===== src/shared/dim_ctrl_regs.svh =====
// Purpose: timing counts and reset values for the one-wire dimming control
// Assumes: mclk at 100 MHz
// Notes: none
// Behaviour
// - First high level out of shutdown enables all sinks at full scale, 25 mA.
// - Input held low for about 3 ms puts the device in zero-current shutdown.
// - In shutdown every sink output is high-impedance and carries no current.
// - Supply-low lockout disables channels, enters shutdown, restores default level.
// - Exactly 32 current levels, chosen only by pulsing the input.
// - Each rising edge while enabled lowers current one step, 1/31 of full scale.
// - After n pulses current is 25 mA times (31 - n) / 31.
// - After 30 pulses the lowest non-zero level, about 3.2 percent, is reached.
// - Pulse 31 gives zero current; pulse 32 restores full scale, modulo 32.
// - Level follows pulses counted since enable; 16 pulses give 48 percent.
// - Low phases shorter than 200 ns may be filtered and not counted.
// - Low periods beyond the maximum program low time may mean shutdown.
// - Shutdown timeout lies between 2 ms and 5 ms, typically 3 ms.
`ifndef DIM_CTRL_REGS_SVH
`define DIM_CTRL_REGS_SVH

`define CLK_PERIOD_PS 10000
`define PROGRAM_LOW_MIN_NS 200
`define SHUTDOWN_LOW_TIME_US 3000
`define PROGRAM_LOW_MIN_CYC ((`PROGRAM_LOW_MIN_NS * 1000 + `CLK_PERIOD_PS - 1) / `CLK_PERIOD_PS)
`define SHUTDOWN_LOW_CYC ((`SHUTDOWN_LOW_TIME_US * 1000000) / `CLK_PERIOD_PS)
`define LOW_CNT_W 19
`define LEVEL_W 5
`define LEVEL_FULL_SCALE 5'h00
`define LEVEL_STEPS 31
`define FULL_SCALE_UA 25000

`endif


===== src/shared/dim_ctrl_pkg.sv =====
// Purpose: types for the one-wire dimming control
// Assumes: constants come from dim_ctrl_regs.svh
// Notes: none
package dim_ctrl_pkg;

    typedef enum logic [1:0] {
        ST_SHUTDOWN,
        ST_ENABLED
    } mode_type;

endpackage : dim_ctrl_pkg


===== src/rtl/led_pulse_dimming_control.sv =====
// Purpose: enable, pulse-count dimming and low-time shutdown for four sinks
// Assumes: 100 MHz mclk; pin is asynchronous and synchronised here
// Notes: sink outputs are a current code plus an enable per channel
`timescale 1ns/1ps
`include "dim_ctrl_regs.svh"
module led_pulse_dimming_control
    import dim_ctrl_pkg::*;
(
    // Clock and reset
    input wire logic mclk,
    input wire logic srst,
    // One-wire input and supply monitor
    input wire logic enable_dimming_pin,
    input wire logic supply_low_lockout,
    // Sink controls
    output logic [14:0] sink_current_ua,
    output logic sink_output_one,
    output logic sink_output_two,
    output logic sink_output_three,
    output logic sink_output_four,
    // Status
    output logic [4:0] dim_level,
    output logic device_enabled
);

    ////////////////////////////////////////////////////////////////////////////////

    typedef struct packed
    {
        mode_type mode_r;
        logic pin_d_r;
        logic [`LOW_CNT_W-1:0] low_cnt_r;
        logic short_low_r;
        logic [`LEVEL_W-1:0] level_r;
        logic [3:0] sink_en_r;
        logic enabled_r;
    } ctrl_state_type;

    ctrl_state_type cur_r;
    ctrl_state_type cur_nxt;
    logic pin_s;

    pin_sync i_pin_sync
    (
        .mclk(mclk),
        .srst(srst),
        .pin_in(enable_dimming_pin),
        .pin_out(pin_s)
    );

    level_scale i_level_scale
    (
        .mclk(mclk),
        .srst(srst),
        .level(cur_nxt.level_r),
        .on(cur_nxt.enabled_r),
        .current_ua(sink_current_ua)
    );

    ////////////////////////////////////////////////////////////////////////////////

    always_comb
    begin
        cur_nxt = cur_r;
        cur_nxt.pin_d_r = pin_s;
        // Saturate so a long low never wraps the counter
        if (pin_s)
        begin
            cur_nxt.low_cnt_r = '0;
        end
        else if (cur_r.low_cnt_r != `LOW_CNT_W'(`SHUTDOWN_LOW_CYC))
        begin
            cur_nxt.low_cnt_r = cur_r.low_cnt_r + `LOW_CNT_W'(1);
        end
        // Remember whether the low phase just ended was too short
        if (!pin_s && cur_r.pin_d_r)
        begin
            cur_nxt.short_low_r = 1'b1;
        end
        else if (!pin_s && cur_r.low_cnt_r >= `LOW_CNT_W'(`PROGRAM_LOW_MIN_CYC - 1))
        begin
            cur_nxt.short_low_r = 1'b0;
        end
        unique case (cur_r.mode_r)
            ST_SHUTDOWN:
            begin
                if (pin_s && !supply_low_lockout)
                begin
                    cur_nxt.mode_r = ST_ENABLED;
                    cur_nxt.level_r = `LEVEL_FULL_SCALE;
                end
            end
            ST_ENABLED:
            begin
                if (!pin_s && cur_r.low_cnt_r == `LOW_CNT_W'(`SHUTDOWN_LOW_CYC - 1))
                begin
                    cur_nxt.mode_r = ST_SHUTDOWN;
                    cur_nxt.level_r = `LEVEL_FULL_SCALE;
                end
                else if (pin_s && !cur_r.pin_d_r && !cur_r.short_low_r)
                begin
                    // Five-bit wrap gives 31 -> zero, 32 -> full scale
                    cur_nxt.level_r = cur_r.level_r + `LEVEL_W'(1);
                end
            end
            // Two spare mode codes; fall back to the safe state
            default:
            begin
                cur_nxt.mode_r = ST_SHUTDOWN;
                cur_nxt.level_r = `LEVEL_FULL_SCALE;
            end
        endcase
        // Lockout overrides everything, pin included
        if (supply_low_lockout)
        begin
            cur_nxt.mode_r = ST_SHUTDOWN;
            cur_nxt.level_r = `LEVEL_FULL_SCALE;
        end
        cur_nxt.enabled_r = (cur_nxt.mode_r == ST_ENABLED);
        // Level 31 is zero current, so sinks release too
        cur_nxt.sink_en_r = {4{cur_nxt.enabled_r && cur_nxt.level_r != 5'h1f}};
    end

    always_ff @(posedge mclk)
    begin
        if (srst)
        begin
            cur_r.mode_r <= ST_SHUTDOWN;
            cur_r.pin_d_r <= 1'b0;
            cur_r.low_cnt_r <= '0;
            cur_r.short_low_r <= 1'b0;
            cur_r.level_r <= `LEVEL_FULL_SCALE;
            cur_r.sink_en_r <= 4'h0;
            cur_r.enabled_r <= 1'b0;
        end
        else
        begin
            cur_r <= cur_nxt;
        end
    end

    ////////////////////////////////////////////////////////////////////////////////

    assign sink_output_one = cur_r.sink_en_r[0];
    assign sink_output_two = cur_r.sink_en_r[1];
    assign sink_output_three = cur_r.sink_en_r[2];
    assign sink_output_four = cur_r.sink_en_r[3];
    assign dim_level = cur_r.level_r;
    assign device_enabled = cur_r.enabled_r;

endmodule : led_pulse_dimming_control


===== src/rtl/pin_sync.sv =====
// Purpose: two-stage synchroniser for the enable/dimming pin
// Assumes: none
// Notes: first stage feeds only the second
`timescale 1ns/1ps
module pin_sync
(
    // Clock and reset
    input wire logic mclk,
    input wire logic srst,
    // Pin
    input wire logic pin_in,
    output logic pin_out
);

    typedef struct packed
    {
        logic meta_r;
        logic sync_r;
    } sync_state_type;

    sync_state_type cur_r;
    sync_state_type cur_nxt;

    always_comb
    begin
        cur_nxt.meta_r = pin_in;
        cur_nxt.sync_r = cur_r.meta_r;
    end

    always_ff @(posedge mclk)
    begin
        if (srst)
        begin
            cur_r <= '0;
        end
        else
        begin
            cur_r <= cur_nxt;
        end
    end

    assign pin_out = cur_r.sync_r;

endmodule : pin_sync


===== src/rtl/level_scale.sv =====
// Purpose: turns a pulse count into a sink current in microamps
// Assumes: count 0 is full scale
// Notes: registered output
`timescale 1ns/1ps
`include "dim_ctrl_regs.svh"
module level_scale
(
    // Clock and reset
    input wire logic mclk,
    input wire logic srst,
    // Level
    input wire logic [4:0] level,
    input wire logic on,
    output logic [14:0] current_ua
);

    typedef struct packed
    {
        logic [14:0] cur_ua_r;
    } scale_state_type;

    scale_state_type cur_r;
    scale_state_type cur_nxt;

    // Current for a count n: 25 mA * (31 - n) / 31
    function automatic logic [14:0] level_to_ua(input logic [4:0] n);
        logic [19:0] prod;
        prod = 20'(`FULL_SCALE_UA) * 20'(5'(`LEVEL_STEPS) - n);
        return 15'(prod / 20'(`LEVEL_STEPS));
    endfunction : level_to_ua

    always_comb
    begin
        cur_nxt.cur_ua_r = on ? level_to_ua(level) : 15'h0000;
    end

    always_ff @(posedge mclk)
    begin
        if (srst)
        begin
            cur_r <= '0;
        end
        else
        begin
            cur_r <= cur_nxt;
        end
    end

    assign current_ua = cur_r.cur_ua_r;

endmodule : level_scale


===== config.mk =====
export PLATFORM = sky130hd
export DESIGN_NAME = led_pulse_dimming_control
export DESIGN_NICKNAME = d
export VERILOG_FILES = /design/src/shared/dim_ctrl_pkg.sv /design/src/rtl/led_pulse_dimming_control.sv /design/src/rtl/pin_sync.sv /design/src/rtl/level_scale.sv
export VERILOG_INCLUDE_DIRS = /design/src /design/src/shared
export SDC_FILE = /design/constraint.sdc
export NUM_CORES = 1
export LEC_CHECK = 0
export BUFFER_PORTS_ARGS = -buffer_cell sky130_fd_sc_hd__clkbuf_2
export CORE_ASPECT_RATIO = 2
export CORE_MARGIN = 2
export CORE_UTILIZATION = 60
export DETAILED_ROUTE_END_ITERATION = 10
export PLACE_DENSITY = 0.86
export SLEW_MARGIN = 20
export SYNTH_ARGS = -nofsm -noshare
export SYNTH_HDL_FRONTEND = slang
export SYNTH_HIERARCHICAL = 1
export SYNTH_SLANG_ARGS = --single-unit

===== constraint.sdc =====
create_clock -name mclk -period 13 [get_ports mclk]
set_clock_uncertainty 0.05 [all_clocks]
set_input_delay 0.65 -clock mclk [delete_from_list [all_inputs] [get_ports mclk]]
set_output_delay 0.65 -clock mclk [all_outputs]
set_load 0.03 [all_outputs]

==> results of run 1 <==
## worst max-delay path, delay by kind of cell, from the launching register on
| kind | cells | cell delay [ps] |
|---|---|---|
| muxes | 1 | 400 |
| AOI/OAI and AO/OA | 15 | 4030 |
| DFF | 1 | 350 |
| xor gates and xnor gates | 1 | 150 |
| and+or+nand+nor | 16 | 4940 |
| buffers and inverters | 6 | 740 |
| adders and majority gates | 6 | 2060 |
## metal layers
metal | up-vias | wire, µm
li1 | 2808 | -
met1 | 2912 | 5880
met5 | - | 0
met3 | 135 | 802
met2 | 321 | 10000
met4 | 0 | 1450
## synthesized netlist by cell type, types with 4 or more instances
cell        n  area, µm²
a2111oi_0   5       43.8
a211o_1     4       35.0
a211oi_1   13       97.6
a21o_1     12       90.1
a21oi_1    35        175
a22oi_1     5       37.5
a31o_2      4       35.0
a31oi_1    11       68.8
and2_1     19        119
and3_1     12       75.1
buf_2       5       25.0
buf_4       9       67.6
buf_6       6       67.6
clkbuf_1   16       60.1
dfxtp_1    47        941
ha_1       42        526
inv_1      30        113
mux2i_1     6       60.1
nand2_1    45        169
nand2b_1   12       75.1
nand3_1    20        100
nand4_1    15       93.8
nor2_1     83        312
nor2b_1     6       37.5
nor3_1     19       95.1
nor4_1      5       31.3
o211a_1     5       50.1
o211ai_1   13       97.6
o21a_1      6       45.0
o21ai_0    32        160
o21ai_1     6       30.0
o22ai_1     9       56.3
o31a_1      4       35.0
or2_1       5       31.3
or3_1      11       68.8
or4_1       5       37.5
xnor2_1    21        184
xor2_1     19        166
## flip-flops by register name, indices dropped and copies added, names as in the netlist
signal and flops:
dim_level 5, sink_output_one 1, device_enabled 1, i_pin_sync/pin_out 1, i_level_scale/current_ua 15, cur_r 23, i_pin_sync/cur_nxt 1
## kinds of logic after synthesis
kind of cell	after synthesis	share of synthesized area, %
flops	47	16.6
compound gates	230	31.6
fa+ha+maj	45	10.3
xor+xnor	41	6.47
mux	10	2.19
buf+inv	67	5.94
other cells	1	0.0662
simple gates	284	26.7
## through the flow
stage	util, %	TNS, ps
finish	71.5	0
global placement	62.8	0
CTS	65.0	0
global route	71.5	-397
detailed placement	62.8	-193
floorplan	-	0
## power by group
group	internal (µW)	switching, µW	total, µW
Clock	73.6	66.4	140
Combinational	10.8	16.6	27.5
Sequential	146	2.05	148
Total	230	85.1	315
## cell type report
class | instances | area (µm²)
Clock buffer | 5 | 125
Timing Repair Buffer | 68 | 440
Sequential cell | 47 | 941
Fill cell | 710 | 2640
Clock inverter | 3 | 27.5
Multi-Input combinational cell | 611 | 4840
Tap cell | 104 | 130
Inverter | 30 | 115
## final timing paths
check | from | to | slack (ps) | cells after the start
max reg2reg | cur_r[22]$_SDFFE_PP0P_ | i_level_scale/current_ua[0]$_SDFF_PP0_ | 180 | 45
min | i_pin_sync/cur_nxt[0]$_SDFF_PP0_ | i_pin_sync/pin_out$_SDFF_PP0_ | 430 | 1
max | cur_r[22]$_SDFFE_PP0P_ | i_level_scale/current_ua[0]$_SDFF_PP0_ | 180 | 45
min reg2reg | i_pin_sync/cur_nxt[0]$_SDFF_PP0_ | i_pin_sync/pin_out$_SDFF_PP0_ | 430 | 1
## timing repair
item,CTS,global route
resized for setup,6,81
endpoints found under the hold margin,0,0
pin swaps,1,20
endpoints found under the setup margin,1,2
buffers inserted,3,23
==> flow_metrics.env, run 1 <==
export IMPL_status="finished clean"
export IMPL_syn_num_nets=774
export IMPL_tritoncts="done"
export IMPL_dpl_cell_count=834
export IMPL_antenna_left=0
export IMPL_wl_um=18200
export IMPL_drive_gt1_share_pct=23.3
export IMPL_powerDensity_nw_per_um2=47.6
export IMPL_place_congestion=1.00
export IMPL_yosys_warnings=6
export IMPL_power_leakage_uw=0.00253
export IMPL_cts_buffers=5
export IMPL_dieArea_um2=10300
export IMPL_clk_pin_slew_ps=80
export IMPL_coreArea_um2=9260
export IMPL_htreeDepth=2
export IMPL_ioPinCount=29
export IMPL_dr_pass1_iters=8
export IMPL_seq_area_frac_synth_pct=16.6
export IMPL_busiest_layer="met2"
export IMPL_grt_use_met2_pct=62.8
export IMPL_period_share_pct=98.6
export IMPL_synth_cells=725
export IMPL_syn_avg_cell_area_um2=7.81
export IMPL_pre_cts_ws_ps=-193
export IMPL_synth_distinct_cells=105
export IMPL_hold_buffers=0
export IMPL_syn_area_um2=5670
export IMPL_layout_common_cells="nor2_1 (79), dfxtp_1 (47), nand2_1 (44)"
export IMPL_synthArstFlopShare_pct=0
export IMPL_crit_type="reg2reg"
export IMPL_cts_sink_count=47
export IMPL_fin_crit_ps=12820
export IMPL_vias=6176
export IMPL_cp_required_ps=13140
export IMPL_syn_to_final_growth_pct=16.9
export IMPL_startpoint_type="flip-flop"
export IMPL_io_buffers=28
export IMPL_cp_slowest_cell="fa_1"
export IMPL_nets=812
export IMPL_diodes=0
export IMPL_chipHeight_um=141
export IMPL_worst_pin_slew_ps=919
export IMPL_final_cells=868
export IMPL_slew_headroom_pct=38.3
export IMPL_slowest_delay_ps=590
export IMPL_dp_hpwl_um=13000
export IMPL_initialDrtViolationCount=484
export IMPL_first_global_vias=6127
export IMPL_final_hold_violation_count=0
export IMPL_layout_commonest_cell="nor2_1"
export IMPL_grt_pass1_wl_um=27300
export IMPL_grt_use_met3_pct=3.34
export IMPL_path_common_cell="ha_1"
export IMPL_drv_cap=0
export IMPL_ir_drop_v=0.0000573
export IMPL_wl_per_cell_um=20.9
export IMPL_overflow=0
export IMPL_slew_violations=0
export IMPL_cts_path_max_buffers=2
export IMPL_placementRows=50
export IMPL_die_w_um=72.7
export IMPL_gr_usage_met1_pct=30.2
export IMPL_synth_edf_count=0
export IMPL_power_uw=315
export IMPL_grt_max_degree=20
export IMPL_routed_via_density=7.12
export IMPL_hold_worst_slack_ps=430
export IMPL_clk_latency_ps=300
export IMPL_finalInstanceArea_um2=6620
export IMPL_placed_area_um2=5820
export IMPL_clock_root_buffer="clkbuf_16"
export IMPL_start_util_pct=61.2
export IMPL_hold_class="reg2reg"
export IMPL_fin_ws_ps=180
export IMPL_antenna_found_initial=0
export IMPL_synth_seq_cells=47
export IMPL_finalSetupViolations=0
export IMPL_max_clock_freq_ghz=0.0780
export IMPL_grt_usage_pct=32.8
export IMPL_crit_arrival_ps=12960
export IMPL_synthFlopType="dfxtp_1"
export IMPL_route_detailed_drc=0
export IMPL_critPathMaxFanout=9
export IMPL_endpoint_kind="flip-flop"
Power figures use the tool's default switching activity.
==> inputs of run 2 (changes only) <==
--- a/config.mk
+++ b/config.mk
@@ -11,7 +11,7 @@
 export CORE_MARGIN = 2
 export CORE_UTILIZATION = 60
 export DETAILED_ROUTE_END_ITERATION = 10
-export PLACE_DENSITY = 0.86
+export PLACE_DENSITY = 0.85
 export SLEW_MARGIN = 20
 export SYNTH_ARGS = -nofsm -noshare
 export SYNTH_HDL_FRONTEND = slang
==> run 2 against run 1 <==
Net effect:
- sequential cell count is the same
- hold slack lost 19 ps
- first-iteration DRC count grew 5.0%
- core utilization shrank 1.5 points
- critical path type unchanged
- highest routed layer unchanged
==> flow_metrics.env, run 2 (synthesis gave the netlist of run 1 again) <==
export IMPL_final_hold_violation_count=0
export IMPL_r2r_worst_path_cells=47
export IMPL_status="finished clean"
export IMPL_grt_pass1_wl_um=26200
export IMPL_power_switching_uw=79.9
export IMPL_final_cells=861
export IMPL_vias=6122
export IMPL_tns_ps=0
export IMPL_start_util_pct=61.2
export IMPL_place_congestion=1.02
export IMPL_period_share_pct=97.3
export IMPL_nets=805
export IMPL_combPwrFrac_pct=8.1
export IMPL_slew_headroom_pct=29.9
export IMPL_drv_cap=0
export IMPL_crit_arrival_ps=12780
export IMPL_wl_um=17100
export IMPL_path_depth=47
export IMPL_placementRows=50
export IMPL_postLayoutCoreUtil_pct=70.0
export IMPL_grt_max_degree=20
export IMPL_crit_type="reg2reg"
export IMPL_syn_to_final_growth_pct=14.3
export IMPL_p_int_uw=248
export IMPL_ir_drop_v=0.0000445
export IMPL_coreArea_um2=9260
export IMPL_layout_commonest_cell="nor2_1"
export IMPL_endpoint_kind="flip-flop"
export IMPL_clock_root_buffer="clkbuf_16"
export IMPL_slew_violations=0
export IMPL_dpl_cell_count=832
export IMPL_cp_required_ps=13140
export IMPL_regMostFlops="cur_r"
export IMPL_cp_num_buf_inv=8
export IMPL_cts_sink_count=47
export IMPL_holdPathEnd="i_pin_sync/pin_out$_SDFF_PP0_"
export IMPL_grt_usage_pct=31.4
export IMPL_routed_via_density=7.11
export IMPL_fin_ws_ps=354
export IMPL_chipHeight_um=141
export IMPL_io_buffers=28
export IMPL_r2r_setup_slack_ps=350
export IMPL_r2r_end="i_level_scale/current_ua[0]$_SDFF_PP0_"
export IMPL_multi_input_area_um2=4740
export IMPL_wl_per_cell_um=19.9
export IMPL_fin_crit_ps=12650
export IMPL_antenna_found_initial=0
export IMPL_tritoncts="done"
export IMPL_layout_common_cells="nor2_1 (79), dfxtp_1 (47), nand2_1 (45)"
export IMPL_worst_pin_slew_ps=1030
export IMPL_critPathMaxFanout=11
export IMPL_seq_power_share_pct=45.1
export IMPL_cp_slowest_cell="or4_4"
export IMPL_power_leakage_uw=0.00249
export IMPL_startpoint_type="flip-flop"
export IMPL_startpoint="cur_r[22]$_SDFFE_PP0P_"
export IMPL_crit_family="compound AO/OA/AOI/OAI gates"
export IMPL_antenna_left=0
export IMPL_r2r_start="cur_r[22]$_SDFFE_PP0P_"
export IMPL_die_w_um=72.7
export IMPL_placed_area_um2=5800
export IMPL_dieArea_um2=10300
export IMPL_first_global_vias=5734
export IMPL_worstHoldStart="i_pin_sync/cur_nxt[0]$_SDFF_PP0_"
export IMPL_register_area_um2=941
export IMPL_clk_latency_ps=300
export IMPL_diodes=0
export IMPL_overflow=0
export IMPL_clkPwrFrac_pct=46.8
export IMPL_finalInstanceArea_um2=6480
export IMPL_drive_gt1_share_pct=20.5
export IMPL_cts_buffers=5
export IMPL_route_detailed_drc=0
export IMPL_p_sw_share_pct=24.4
export IMPL_initialDrtViolationCount=508
export IMPL_cts_path_max_buffers=2
export IMPL_holdPathStages=1
export IMPL_clk_pin_slew_ps=70
export IMPL_hold_class="reg2reg"
export IMPL_hold_buffers=0
export IMPL_htreeDepth=2
export IMPL_finalSetupViolations=0
export IMPL_ioPinCount=29
export IMPL_powerDensity_nw_per_um2=50.6
export IMPL_nFillCells=720
export IMPL_dp_hpwl_um=12600
export IMPL_max_clock_freq_ghz=0.0791
export IMPL_slowest_delay_ps=610
export IMPL_pre_cts_ws_ps=-239
export IMPL_dr_pass1_iters=6
export IMPL_largest_register_ffs=23
run 2: cell count changes in the layout (fill, tap and decap cells not counted), sizes merged:
cell | before | now
bufinv | 0 | 1
buf | 40 | 32
a2bb2oi | 3 | 4
inv | 32 | 31
run 2: how the worst max path moves through the flow:
stage,to,slack [ps]
finish,i_level_scale/current_ua[0]$_SDFF_PP0_,350
global route,i_level_scale/current_ua[0]$_SDFF_PP0_,-120
CTS,i_level_scale/current_ua[0]$_SDFF_PP0_,10
detailed placement,i_level_scale/current_ua[0]$_SDFF_PP0_,-240
global placement,i_level_scale/current_ua[0]$_SDFF_PP0_,40
floorplan,i_level_scale/current_ua[0]$_SDFF_PP0_,1360
run 2: per-stage QoR:
step | total power (µW) | hold WS (ps)
after global placement | 174 | 382
after global routing | 337 | 426
after detailed placement | 175 | 406
final | 328 | 411
after CTS | 328 | 420
after floorplan | 170 | 364
run 2: layout make-up:
type                    count  area share [%]
inverters                  30            1.78
flip-flops and latches     47            14.5
multi-input cells         612            73.2
repair buffers             60            5.87
clock buffers               5            1.93
clock inverters             3           0.715
well taps                 104            2.01
run 2: what timing repair did:
action	4_1_cts	5_1_grt
resized for setup	5	56
setup endpoints to repair	1	2
buffers inserted	3	17
pin swaps	1	14
cloned	0	1
run 2: per-layer routing:
metal | global-route usage, % | share of wire [%] | vias to the layer above
li1 | - | - | 2795
met1 | 29.6 | 34 | 2865
met2 | 59.7 | 54 | 335
met3 | 2.84 | 4.7 | 127
met4 | 22.6 | 7.9 | 0
met5 | 0 | 0 | -
run 2: power by group through the flow:
stage,logic [µW],registers (µW),clock network (µW)
5_1_grt,28.6,148,161
3_3_place_gp,23.6,151,0
4_1_cts,25.0,148,155
2_1_floorplan,19.1,151,0
6_report,26.6,148,153
3_5_place_dp,24.4,151,0
